`config.mk`:
```
export PLATFORM = sky130hd
export DESIGN_NAME = oversampling_average_filter
export DESIGN_NICKNAME = d
export VERILOG_FILES = /design/src/os_filter_pkg.sv /design/src/result_buffer.sv /design/src/oversampling_average_filter.sv
export SDC_FILE = /design/constraint.sdc
export NUM_CORES = 1
export LEC_CHECK = 0
export BUFFER_PORTS_ARGS = -buffer_cell sky130_fd_sc_hd__buf_2
export CAP_MARGIN = 30
export CORE_ASPECT_RATIO = 0.6
export CORE_UTILIZATION = 61
export DETAILED_ROUTE_END_ITERATION = 10
export PLACE_DENSITY_LB_ADDON = 0.1
export SLEW_MARGIN = 30
export SYNTH_ARGS = -nofsm -noshare
export SYNTH_HDL_FRONTEND = slang
export SYNTH_SLANG_ARGS = --single-unit
```
`constraint.sdc`:
```
create_clock -name clk_i -period 15.4 [get_ports clk_i]
set_input_delay 3.08 -clock clk_i [delete_from_list [all_inputs] [get_ports clk_i]]
set_output_delay 3.08 -clock clk_i [all_outputs]
set_load 0.01 [all_outputs]
```
`src/os_filter_pkg.sv`:
```
// shared constants and types for the oversampling average filter
package os_filter_pkg;

    // ========================================================================
    // geometry
    localparam int CHANNELS   = 8;
    localparam int SAMPLE_W   = 16;
    localparam int MAX_LOG2   = 6;
    localparam int ACC_W      = SAMPLE_W + MAX_LOG2;
    localparam int COUNT_W    = MAX_LOG2 + 1;

    // ========================================================================
    // ratio-select codes
    localparam logic [2:0] RATIO_CODE_NONE    = 3'h0;
    localparam logic [2:0] RATIO_CODE_MAX     = 3'h6;
    localparam logic [2:0] RATIO_CODE_INVALID = 3'h7;

    // ========================================================================
    // timing: one internal sample slot at the unaveraged 500 kSPS rate
    localparam int CLK_PERIOD_NS    = 10;
    localparam int SAMPLE_PERIOD_NS = 2000;
    localparam int SAMPLE_CYCLES    = (SAMPLE_PERIOD_NS + CLK_PERIOD_NS - 1) / CLK_PERIOD_NS;
    localparam int GAP_W            = $clog2(SAMPLE_CYCLES + 1);

    // ========================================================================
    // carriers
    typedef logic signed [SAMPLE_W-1:0] sample_t;

    typedef struct packed {
        sample_t [CHANNELS-1:0] ch;
    } channel_set_s;

    typedef enum logic [1:0] {
        ST_IDLE,
        ST_CONVERT,
        ST_GAP,
        ST_EMIT
    } filter_state_e;

endpackage

```
`src/result_buffer.sv`:
```
// two-entry buffer on the result path; all outputs come from flip-flops
module result_buffer
    import os_filter_pkg::*;
(
    // clock and reset
    input  wire logic         clk_i,
    input  wire logic         srst_i,
    // filling side
    input  wire logic         in_valid_i,
    input  channel_set_s      in_data_i,
    output logic              in_ready_o,
    // draining side
    output logic              out_valid_o,
    output channel_set_s      out_data_o,
    input  wire logic         out_ready_i
);

    // ========================================================================
    // storage: head entry feeds the output, tail catches a word during a stall
    channel_set_s tail_reg;
    logic         tail_valid_reg;
    logic         push;
    logic         pop;

    assign push = in_valid_i && !tail_valid_reg;
    assign pop  = out_valid_o && out_ready_i;

    always_ff @(posedge clk_i) begin
        if (srst_i) begin
            out_valid_o    <= 1'b0;
            tail_valid_reg <= 1'b0;
        end else if (pop) begin
            if (tail_valid_reg) begin
                tail_valid_reg <= 1'b0;
            end else if (!push) begin
                out_valid_o <= 1'b0;
            end
        end else if (push) begin
            if (!out_valid_o) begin
                out_valid_o <= 1'b1;
            end else begin
                tail_valid_reg <= 1'b1;
            end
        end
    end

    always_ff @(posedge clk_i) begin
        if (pop && tail_valid_reg) begin
            out_data_o <= tail_reg;
        end else if (push && (pop || !out_valid_o)) begin
            out_data_o <= in_data_i;
        end
        if (push && out_valid_o && !pop) begin
            tail_reg <= in_data_i;
        end
    end

    // ready goes low only once both entries hold words
    always_ff @(posedge clk_i) begin
        if (srst_i) begin
            in_ready_o <= 1'b1;
        end else begin
            in_ready_o <= !(tail_valid_reg ? !pop : (push && out_valid_o && !pop));
        end
    end

endmodule

```
`src/oversampling_average_filter.sv`:
```
// oversampling averaging filter: burst sequencing, accumulation and decimation
module oversampling_average_filter
    import os_filter_pkg::*;
(
    // clock and reset
    input  wire logic         clk_i,
    input  wire logic         srst_i,
    // pins from the host
    input  wire logic [2:0]   ratio_select_pins_i,
    input  wire logic         convert_start_group_a_i,
    input  wire logic         convert_start_group_b_i,
    // converter core
    output logic              conv_trigger_o,
    input  wire logic         sample_valid_i,
    input  channel_set_s      sample_data_i,
    // averaged results
    output logic              result_valid_o,
    output channel_set_s      result_data_o,
    input  wire logic         result_ready_i,
    // status
    output logic              busy_o
);

    // ========================================================================
    // ratio decoding
    // invalid code is folded onto no averaging so a misconfigured host gets raw data
    function automatic logic [2:0] ratio_log2(input logic [2:0] code);
        if (code == RATIO_CODE_INVALID) begin
            return RATIO_CODE_NONE;
        end
        return code;
    endfunction

    // ========================================================================
    // start pin synchronisers
    logic [2:0] start_a_sync_reg;
    logic [2:0] start_b_sync_reg;
    logic       start_level_reg;
    logic       start_both;
    logic       start_agree;
    logic       start_edge;

    always_ff @(posedge clk_i) begin
        start_a_sync_reg <= {start_a_sync_reg[1:0], convert_start_group_a_i};
        start_b_sync_reg <= {start_b_sync_reg[1:0], convert_start_group_b_i};
    end

    assign start_agree = (start_a_sync_reg[1] == start_a_sync_reg[2])
                      && (start_b_sync_reg[1] == start_b_sync_reg[2]);
    assign start_both  = start_a_sync_reg[2] && start_b_sync_reg[2];
    assign start_edge  = start_agree && start_both && !start_level_reg;

    always_ff @(posedge clk_i) begin
        if (srst_i) begin
            start_level_reg <= 1'b1;
        end else if (start_agree) begin
            start_level_reg <= start_both;
        end
    end

    // ratio pins pass the same three-stage chain; a code counts once stages two and three agree,
    // so a pin caught mid-change can never be latched as a half-old, half-new ratio
    logic [2:0] ratio_sync0_reg;
    logic [2:0] ratio_sync1_reg;
    logic [2:0] ratio_sync2_reg;
    logic [2:0] ratio_level_reg;

    always_ff @(posedge clk_i) begin
        ratio_sync0_reg <= ratio_select_pins_i;
        ratio_sync1_reg <= ratio_sync0_reg;
        ratio_sync2_reg <= ratio_sync1_reg;
    end

    always_ff @(posedge clk_i) begin
        if (srst_i) begin
            ratio_level_reg <= RATIO_CODE_NONE;
        end else if (ratio_sync1_reg == ratio_sync2_reg) begin
            ratio_level_reg <= ratio_sync2_reg;
        end
    end

    // ========================================================================
    // burst sequencer
    filter_state_e      state_reg;
    logic [2:0]         shift_reg;
    logic [COUNT_W-1:0] count_reg;
    logic [COUNT_W-1:0] ratio_count;
    logic [GAP_W-1:0]   gap_reg;
    logic               last_sample;
    logic               buf_ready;
    logic               push;
    channel_set_s       avg_data;

    assign ratio_count = COUNT_W'(1) << shift_reg;
    assign last_sample = (count_reg + COUNT_W'(1)) == ratio_count;
    assign push        = (state_reg == ST_EMIT) && buf_ready;

    always_ff @(posedge clk_i) begin
        if (srst_i) begin
            state_reg <= ST_IDLE;
        end else begin
            unique case (state_reg)
                ST_IDLE: begin
                    if (start_edge) begin
                        state_reg <= ST_CONVERT;
                    end
                end
                ST_CONVERT: begin
                    if (sample_valid_i) begin
                        state_reg <= last_sample ? ST_EMIT : ST_GAP;
                    end
                end
                ST_GAP: begin
                    if (gap_reg == GAP_W'(0)) begin
                        state_reg <= ST_CONVERT;
                    end
                end
                ST_EMIT: begin
                    if (buf_ready) begin
                        state_reg <= ST_IDLE;
                    end
                end
            endcase
        end
    end

    // the ratio is caught once per burst; pin changes mid-burst wait for the next one
    always_ff @(posedge clk_i) begin
        if (srst_i) begin
            shift_reg <= RATIO_CODE_NONE;
        end else if (state_reg == ST_IDLE && start_edge) begin
            shift_reg <= ratio_log2(ratio_level_reg);
        end
    end

    always_ff @(posedge clk_i) begin
        if (srst_i) begin
            count_reg <= '0;
        end else if (state_reg == ST_IDLE) begin
            count_reg <= '0;
        end else if (state_reg == ST_CONVERT && sample_valid_i) begin
            count_reg <= count_reg + COUNT_W'(1);
        end
    end

    // internal sampling control paces later samples at one slot each
    always_ff @(posedge clk_i) begin
        if (srst_i) begin
            gap_reg <= '0;
        end else if (state_reg == ST_CONVERT) begin
            gap_reg <= GAP_W'(SAMPLE_CYCLES - 2);
        end else if (gap_reg != GAP_W'(0)) begin
            gap_reg <= gap_reg - GAP_W'(1);
        end
    end

    always_ff @(posedge clk_i) begin
        if (srst_i) begin
            conv_trigger_o <= 1'b0;
        end else begin
            conv_trigger_o <= (state_reg == ST_IDLE && start_edge)
                           || (state_reg == ST_GAP && gap_reg == GAP_W'(0));
        end
    end

    always_ff @(posedge clk_i) begin
        if (srst_i) begin
            busy_o <= 1'b0;
        end else begin
            busy_o <= (state_reg != ST_IDLE) || start_edge;
        end
    end

    // ========================================================================
    // per-channel accumulators
    logic signed [ACC_W-1:0] acc_reg [CHANNELS];

    generate
        for (genvar c = 0; c < CHANNELS; c++) begin : g_chan
            always_ff @(posedge clk_i) begin
                if (state_reg == ST_IDLE) begin
                    acc_reg[c] <= '0;
                end else if (state_reg == ST_CONVERT && sample_valid_i) begin
                    acc_reg[c] <= acc_reg[c] + ACC_W'(sample_data_i.ch[c]);
                end
            end
            // worst case 64 full-scale samples fits the widened sum, so no saturation
            assign avg_data.ch[c] = SAMPLE_W'(acc_reg[c] >>> shift_reg);
        end
    endgenerate

    // ========================================================================
    // output buffer: a stalled reader holds the sequencer in emit
    result_buffer u_result_buffer (
        .clk_i       (clk_i),
        .srst_i      (srst_i),
        .in_valid_i  (state_reg == ST_EMIT),
        .in_data_i   (avg_data),
        .in_ready_o  (buf_ready),
        .out_valid_o (result_valid_o),
        .out_data_o  (result_data_o),
        .out_ready_i (result_ready_i)
    );

    // ========================================================================
    // assertions
    localparam int GAP_BOUND = 256;

    property p_first_on_edge;
        @(posedge clk_i) disable iff (srst_i)
        (state_reg == ST_IDLE && start_edge) |=> conv_trigger_o ##1 (state_reg == ST_CONVERT);
    endproperty
    a_first_on_edge: assert property (p_first_on_edge) else $error("no trigger on start edge");

    property p_internal_retrigger;
        @(posedge clk_i) disable iff (srst_i)
        (state_reg == ST_CONVERT && sample_valid_i && !last_sample)
            |-> ##[1:GAP_BOUND] conv_trigger_o;
    endproperty
    a_internal_retrigger: assert property (p_internal_retrigger) else $error("burst not continued");

    property p_ratio_decode;
        @(posedge clk_i) disable iff (srst_i)
        (state_reg == ST_IDLE && start_edge)
            |=> (shift_reg == (($past(ratio_level_reg) == RATIO_CODE_INVALID) ? RATIO_CODE_NONE
                                                                               : $past(ratio_level_reg)));
    endproperty
    a_ratio_decode: assert property (p_ratio_decode) else $error("ratio decode wrong");

    property p_one_word_per_burst;
        @(posedge clk_i) disable iff (srst_i)
        push |=> (state_reg == ST_IDLE) && !conv_trigger_o;
    endproperty
    a_one_word_per_burst: assert property (p_one_word_per_burst) else $error("extra word in burst");

    property p_sample_count;
        @(posedge clk_i) disable iff (srst_i)
        push |-> (count_reg == ratio_count) && (shift_reg <= RATIO_CODE_MAX);
    endproperty
    a_sample_count: assert property (p_sample_count) else $error("sample count mismatch");

    property p_raw_passthrough;
        @(posedge clk_i) disable iff (srst_i)
        (state_reg == ST_CONVERT && sample_valid_i && shift_reg == RATIO_CODE_NONE)
            |=> (avg_data.ch[0] == $past(sample_data_i.ch[0]));
    endproperty
    a_raw_passthrough: assert property (p_raw_passthrough) else $error("signed result altered");

endmodule

```
==> results of run 1 <==
synthesized netlist by cell type (all sizes together), types with 4 or more instances:
library cell	number	area, um^2
edfxtp	432	12970
nand2	423	1588
a21oi	216	1085
nor2	203	764.5
ha	171	2140
mux2	154	1734
o21ai	153	769.5
mux2i	116	1161
clkbuf	81	305.3
nor3	81	405.4
inv	71	266.5
mux4	71	1599
a21o	68	511.7
buf	64	304.0
xnor2	58	508.0
nand3	45	225.2
xor2	45	394.1
dfxtp	44	880.8
a211oi	39	307.8
or3	34	212.7
nor2b	32	207.7
o21a	32	240.2
a31oi	27	168.9
and3	24	150.1
nand4	21	131.4
o21bai	21	157.7
o31ai	15	147.6
nand2b	12	75.07
o211ai	12	90.09
nor3b	11	82.58
and2	10	62.56
fa	8	160.2
nand3b	8	63.81
a21boi	7	52.55
o31a	7	61.31
or2	7	43.79
a2111oi	5	75.08
a211o	5	43.79
a311oi	5	56.31
a41oi	5	43.79
a221o	4	40.04
a221oi	4	47.55
o2111ai	4	35.03
how the worst max path moves through the flow:
stage / from / to / slack (ns) / depth (start not counted)
5_1_grt: sample_valid_i / acc_reg[1][20] / 9.83 / 8
2_1_floorplan: result_ready_i / u_result_buffer.tail_reg[0] / 2.22 / 1
4_1_cts: sample_valid_i / acc_reg[1][68] / 10.03 / 6
6_report: sample_valid_i / acc_reg[1][20] / 9.99 / 8
3_5_place_dp: sample_valid_i / acc_reg[1][20] / 9.44 / 8
3_3_place_gp: sample_valid_i / acc_reg[1][20] / 9.45 / 8
worst max-delay path, cell delays in order:
cell	delay, ns
sky130_fd_sc_hd__buf_2	0.28
sky130_fd_sc_hd__nand2_4	0.42
sky130_fd_sc_hd__buf_4	0.59
sky130_fd_sc_hd__buf_4	0.74
sky130_fd_sc_hd__or3_1	0.22
sky130_fd_sc_hd__mux2i_1	0.07
sky130_fd_sc_hd__a31oi_1	0.14
sky130_fd_sc_hd__nand3_1	0.09
routing by layer:
layer	up-vias	GRT usage, %	wire length (um)
met5	-	0	28
met4	4	6.689	1412
met3	114	5.425	7638
met2	1108	44.50	33990
met1	11810	50.08	38640
li1	11270	-	-
cells by family after synthesis:
kind of cell / share of synthesized area [%]
compound gates: 13.71
buf+inv: 2.847
mux: 14.61
fa+ha+maj: 7.477
simple gates: 13.38
xor+xnor: 2.933
flops: 45.04
layout make-up:
class                      count  area [um^2]
sequential                   476        13860
inverter                      71        267.8
clock inverter                28        320.3
clock buffer                  56         1252
timing repair buffer         292         1572
antenna                        6        15.01
tap                          650        813.3
multi-input combinational   2205        16080
fill                        3729        15400
placed cells by master (no fill, tap or decap), types with 30 or more instances in the layout:
| cell type | n |
|---|---|
| sky130_fd_sc_hd__o21a_1 | 32 |
| sky130_fd_sc_hd__nor2b_1 | 30 |
| sky130_fd_sc_hd__buf_2 | 267 |
| sky130_fd_sc_hd__clkbuf_16 | 48 |
| sky130_fd_sc_hd__nand3_1 | 44 |
| sky130_fd_sc_hd__nor3_1 | 81 |
| sky130_fd_sc_hd__xnor2_1 | 58 |
| sky130_fd_sc_hd__edfxtp_1 | 432 |
| sky130_fd_sc_hd__ha_1 | 171 |
| sky130_fd_sc_hd__a211oi_1 | 36 |
| sky130_fd_sc_hd__mux2_2 | 153 |
| sky130_fd_sc_hd__mux4_2 | 71 |
| sky130_fd_sc_hd__inv_1 | 68 |
| sky130_fd_sc_hd__dfxtp_1 | 41 |
| sky130_fd_sc_hd__nor2_1 | 201 |
| sky130_fd_sc_hd__o21ai_0 | 142 |
| sky130_fd_sc_hd__a21oi_1 | 214 |
| sky130_fd_sc_hd__xor2_1 | 45 |
| sky130_fd_sc_hd__nand2_1 | 422 |
| sky130_fd_sc_hd__mux2i_1 | 116 |
| sky130_fd_sc_hd__a21o_1 | 67 |
| sky130_fd_sc_hd__or3_1 | 34 |
where the power goes:
group	internal, mW	total, mW	switching [mW]
Combinational	0.250	0.594	0.345
Sequential	1.47	1.53	0.0594
Clock	0.672	1.21	0.535
==> impl_metrics.py, run 1 <==
metrics = {
    "status": {
        "result_of_the_run": "completed",
    },
    "grt": {
        "number_of_antenna_violations_at_the_first_check_in_global_routing": 8,
        "grt_pass1_wl_mm": 127.0,
        "via_count_of_the_first_global_routing_pass": 22400,
        "track_usage_pct": 31.43,
        "maximum_number_of_pins_on_one_net_before_global_route_repair": 76,
        "global_route.overflow_total": 0,
    },
    "sta": {
        "slew_violations": 0,
        "clock_skew_ns": 0.02228,
        "worst_slack_ns": 9.995,
        "finalSetupViolations": 0,
        "clock.fmax_mhz": 185.0,
        "min_period_over_period_pct": 35.10,
        "worst_pin_slew_ns": 1.070,
        "rsz_0062_raised_after_global_routing": "false",
        "timing.setup.tns_ns": 0,
        "max_slew_margin_pct": 27.90,
        "timing.hold.ws_ns": 0.3277,
        "min_period_ns": 5.405,
        "final-hold-violation-count": 0,
    },
    "detailed_routing": {
        "drt-total-wl_mm": 81.71,
        "drc_errors": 0,
        "drt-wirelength-per-cell_um": 21.59,
        "drt-pass1-iter-count": 7,
        "post_drt_antenna_nets": 0,
        "first_iter_violations": 2449,
        "vias": 24310,
        "vias_per_cell": 6.424,
    },
    "placement": {
        "place_congestion": 0.9554,
        "post_dp_cell_area_um2": 32560,
        "dp.cells": 3693,
        "hpwlAfterDp_mm": 58.60,
        "detailedPlace.worstSlack_ns": 9.437,
        "quantity_of_i_o_buffers_inserted_on_ports": 267,
    },
    "floorplanning": {
        "area_enclosed_by_the_die_boundary_um2": 51350,
        "initial_core_util_pct": 62.04,
        "floorplan.die.width_um": 291.9,
        "dieHeight_um": 175.9,
        "std_cell_rows": 63,
        "io_pins": 268,
        "core_area_um2": 49580,
    },
    "layout": {
        "postLayoutCoreUtil_pct": 68.95,
        "fin_cells": 3784,
        "drive_gt1_share_pct": 20.46,
        "final_area_um2": 34190,
        "synthToLayoutAreaGrowth_pct": 11.14,
        "nets": 3409,
        "largest_register_ff_count": 176,
    },
    "min_path": {
        "hold_path.startpoint": "ratio_sync0_reg[2]",
        "hold_class": "flop to flop",
        "whs_endpoint": "ratio_sync1_reg[2]",
        "worst_hold_path.num_cells": 0,
    },
    "synth": {
        "synth-warning-count": 0,
        "synth_ff_type": "sky130_fd_sc_hd__edfxtp_1",
        "number_of_enable_type_register_cells_in_the_synthesized_netlist": 432,
        "synth-seq-cells": 476,
        "synth.cell_area_um2": 30760,
        "synth_fp_nets": 3213,
        "synth_area_per_cell_um2": 10.62,
        "post_synth_num_cell_types": 88,
        "share_of_synthesized_flip_flops_with_an_asynchronous_set_or_reset_pct": 0,
        "ys_seq_area_share_pct": 45.04,
        "synthCells": 2897,
    },
    "clock_tree": {
        "postCtsHoldBufs": 0,
        "clkTransAtPathRegs_ns": 0.06,
        "clock_insertion_delay_worst_skew_ns": 0.60,
        "htreeDepth": 2,
        "cts_tree": "done",
        "numCtsBuffers": 47,
        "post_cts.repair.setup_buffers": 0,
        "cts.sink_count": 476,
        "post_cts_resized": 0,
        "clockBufferDepth": 3,
        "root_buffer_cell": "sky130_fd_sc_hd__clkbuf_16",
    },
    "worst_setup_path": {
        "crit_arrival_ns": 5.74,
        "required_time_at_the_endpoint_of_the_critical_path_ns": 15.73,
        "crit-reg2reg-capture": "acc_reg[1][20]",
        "r2r.worst_path.cells": 7,
        "critical_path.reg2reg.startpoint": "state_reg[0]",
        "endpoint_kind": "flop",
        "cp_max_fo": 67,
        "category_of_the_worst_setup_path_launch_point": "input pin",
        "worst-r2r-setup-slack_ns": 11.42,
        "setup.worst_path.class": "input pin to flop",
    },
    "pwr": {
        "p_per_area_nw_per_um2": 97.37,
        "max-vdd-ir-drop_mv": 0.08041,
        "cellLeakagePower_nw": 14.24,
        "total_power_mw": 3.329,
    },
    "job": {
        "max-cap-violations": 0,
    },
}
Power figures use the tool's default switching activity.
==> run 2: changes to the inputs <==
- CORE_UTILIZATION: 61 -> 55
- clock period: 15.4 -> 4.75 ns (I/O delays scaled with it)
==> run 2 against run 1 <==
  * Worst setup slack worse by 8.3 ns
  * Clock-buffer cell count down 1
  * Clock power rose to 3.4 times the previous value
  * Sequential share of layout area down 0.40 points
  * Clock skew down 0.0043 ns
  * Critical path type unchanged
  * Critical path depth up 3
==> impl_metrics.py, run 2 (synthesis results as in run 1) <==
metrics = {
    "worst_setup_path": {
        "category_of_the_worst_setup_path_launch_point": "input pin",
        "worstSetupEndpoint": "acc_reg[1][86]",
        "timing.critical_path.cells": "buf_2, ha_1, inv_1, fa_1, nor2b_1, o21ai_1, a21oi_1, o31ai_1, a2111oi_2, a211o_1, o211ai_1",
        "endpoint_kind": "flop",
        "cp-startpoint": "sample_data_i[112]",
        "cp_max_fo": 4,
        "critical_path.reg2reg.startpoint": "acc_reg[1][66]",
        "crit-reg2reg-capture": "acc_reg[1][86]",
        "timing.critical_path.slowest_stage_cell": "sky130_fd_sc_hd__a2111oi_2",
        "slowest_delay_ns": 0.50,
        "r2r.worst_path.cells": 10,
        "required_time_at_the_endpoint_of_the_critical_path_ns": 5.08,
        "crit_arrival_ns": 3.41,
        "worst-r2r-setup-slack_ns": 1.81,
        "setup.worst_path.class": "input pin to flop",
    },
    "pwr": {
        "total_power_mw": 11.02,
        "max-vdd-ir-drop_mv": 0.2384,
        "cellLeakagePower_nw": 14.34,
        "p_per_area_nw_per_um2": 319.1,
    },
    "sta": {
        "finalSetupViolations": 0,
        "worst_pin_slew_ns": 0.9308,
        "slew_violations": 0,
        "final-hold-violation-count": 0,
        "min_period_ns": 3.078,
        "clock.fmax_mhz": 324.9,
        "clock_skew_ns": 0.01794,
        "rsz_0062_raised_after_global_routing": "false",
        "timing.setup.tns_ns": 0,
        "max_slew_margin_pct": 37.94,
        "min_period_over_period_pct": 64.79,
    },
    "grt": {
        "global_route.overflow_total": 0,
        "via_count_of_the_first_global_routing_pass": 22020,
        "number_of_antenna_violations_at_the_first_check_in_global_routing": 4,
        "maximum_number_of_pins_on_one_net_before_global_route_repair": 160,
        "track_usage_pct": 28.41,
        "grt_pass1_wl_mm": 126.4,
    },
    "placement": {
        "quantity_of_i_o_buffers_inserted_on_ports": 267,
        "post_dp_cell_area_um2": 32820,
        "hpwlAfterDp_mm": 58.00,
        "place_congestion": 0.9089,
    },
    "detailed_routing": {
        "drc_errors": 0,
        "drt-total-wl_mm": 82.03,
        "drt-pass1-iter-count": 5,
        "vias_per_cell": 6.162,
        "post_drt_antenna_nets": 0,
        "first_iter_violations": 2683,
        "vias": 23930,
        "drt-wirelength-per-cell_um": 21.12,
    },
    "clock_tree": {
        "clock_insertion_delay_worst_skew_ns": 0.58,
        "clockBufferDepth": 3,
        "post_cts.repair.setup_buffers": 0,
        "cts_tree": "done",
        "cts.sink_count": 476,
        "postCtsHoldBufs": 0,
        "clkTransAtPathRegs_ns": 0.06,
        "post_cts_resized": 0,
        "root_buffer_cell": "sky130_fd_sc_hd__clkbuf_16",
        "htreeDepth": 2,
        "numCtsBuffers": 48,
    },
    "floorplanning": {
        "dieHeight_um": 185.2,
        "std_cell_rows": 66,
        "area_enclosed_by_the_die_boundary_um2": 56900,
        "floorplan.die.width_um": 307.3,
        "initial_core_util_pct": 56.26,
        "core_area_um2": 54670,
        "io_pins": 268,
    },
    "job": {
        "max-cap-violations": 0,
    },
    "min_path": {
        "hold_class": "flop to flop",
    },
    "status": {
        "result_of_the_run": "completed",
    },
    "layout": {
        "synthToLayoutAreaGrowth_pct": 12.25,
        "final_cell_mix": "sky130_fd_sc_hd__edfxtp_1 (432), sky130_fd_sc_hd__nand2_1 (422), sky130_fd_sc_hd__buf_2 (267)",
        "final_area_um2": 34530,
        "largest_register_ff_count": 176,
        "layout_commonest_cell": "sky130_fd_sc_hd__edfxtp_1",
        "nets": 3412,
        "drive_gt1_share_pct": 20.73,
        "postLayoutCoreUtil_pct": 63.16,
    },
}
run 2: cell types whose count changed in the layout (fill, tap and decap cells not counted), moves of 4 or more:
cell	change
sky130_fd_sc_hd__bufinv_16	+5
sky130_fd_sc_hd__buf_6	-4
sky130_fd_sc_hd__clkinv_2	+9
sky130_fd_sc_hd__buf_12	+9
sky130_fd_sc_hd__diode_2	-5
run 2: stage by stage:
step	hold slack, ns	instances	worst slack [ns]
2_1_floorplan	0.3096	2897	-0.2980
3_3_place_gp	0.3105	3793	1.193
3_5_place_dp	0.3121	3793	1.098
4_1_cts	0.3265	3882	1.707
5_1_grt	0.3363	3883	1.516
6_report	0.3259	3884	1.672
run 2: final cells by class:
| type | instances | area [um^2] |
|---|---|---|
| Fill cell | 4384 | 20140 |
| Multi-Input combinational cell | 2205 | 16090 |
| Inverter | 71 | 275.3 |
| Timing Repair Buffer | 294 | 1684 |
| Antenna cell | 1 | 2.502 |
| Clock inverter | 34 | 440.4 |
| Sequential cell | 476 | 13860 |
| Clock buffer | 55 | 1237 |
| Tap cell | 748 | 935.9 |
run 2: metal layers:
layer / routed length (um) / global-route usage [%] / part of all wire, %
met4: 1387 / 5.532 / 1.7
met1: 39800 / 45.10 / 49
met2: 33610 / 39.69 / 41
met3: 7224 / 5.629 / 8.8
met5: 11 / 0 / 0.013
run 2: critical path, delay by kind of cell:
| family | cells | cell delay [ns] |
|---|---|---|
| fa+ha+maj | 2 | 0.66 |
| buf+inv | 2 | 0.20 |
| simple gates | 1 | 0.17 |
| compound gates | 6 | 1.41 |
run 2: report_power, final:
part / total [mW] / switching [mW] / internal [mW]
clock network: 4.15 / 1.72 / 2.42
registers: 4.96 / 0.193 / 4.76
logic: 1.92 / 1.11 / 0.811
run 2: worst min-delay path by stage:
| stage | from | endpoint | slack (ns) | cells past startpoint |
|---|---|---|---|---|
| floorplan | ratio_sync0_reg[0] | ratio_sync1_reg[0] | 0.31 | 0 |
| global placement | start_b_sync_reg[0] | start_b_sync_reg[1] | 0.31 | 0 |
| detailed placement | ratio_sync0_reg[2] | ratio_sync1_reg[2] | 0.31 | 0 |
| CTS | ratio_sync0_reg[2] | ratio_sync1_reg[2] | 0.33 | 0 |
| global route | start_b_sync_reg[0] | start_b_sync_reg[1] | 0.34 | 0 |
| finish | ratio_sync0_reg[0] | ratio_sync1_reg[0] | 0.33 | 0 |
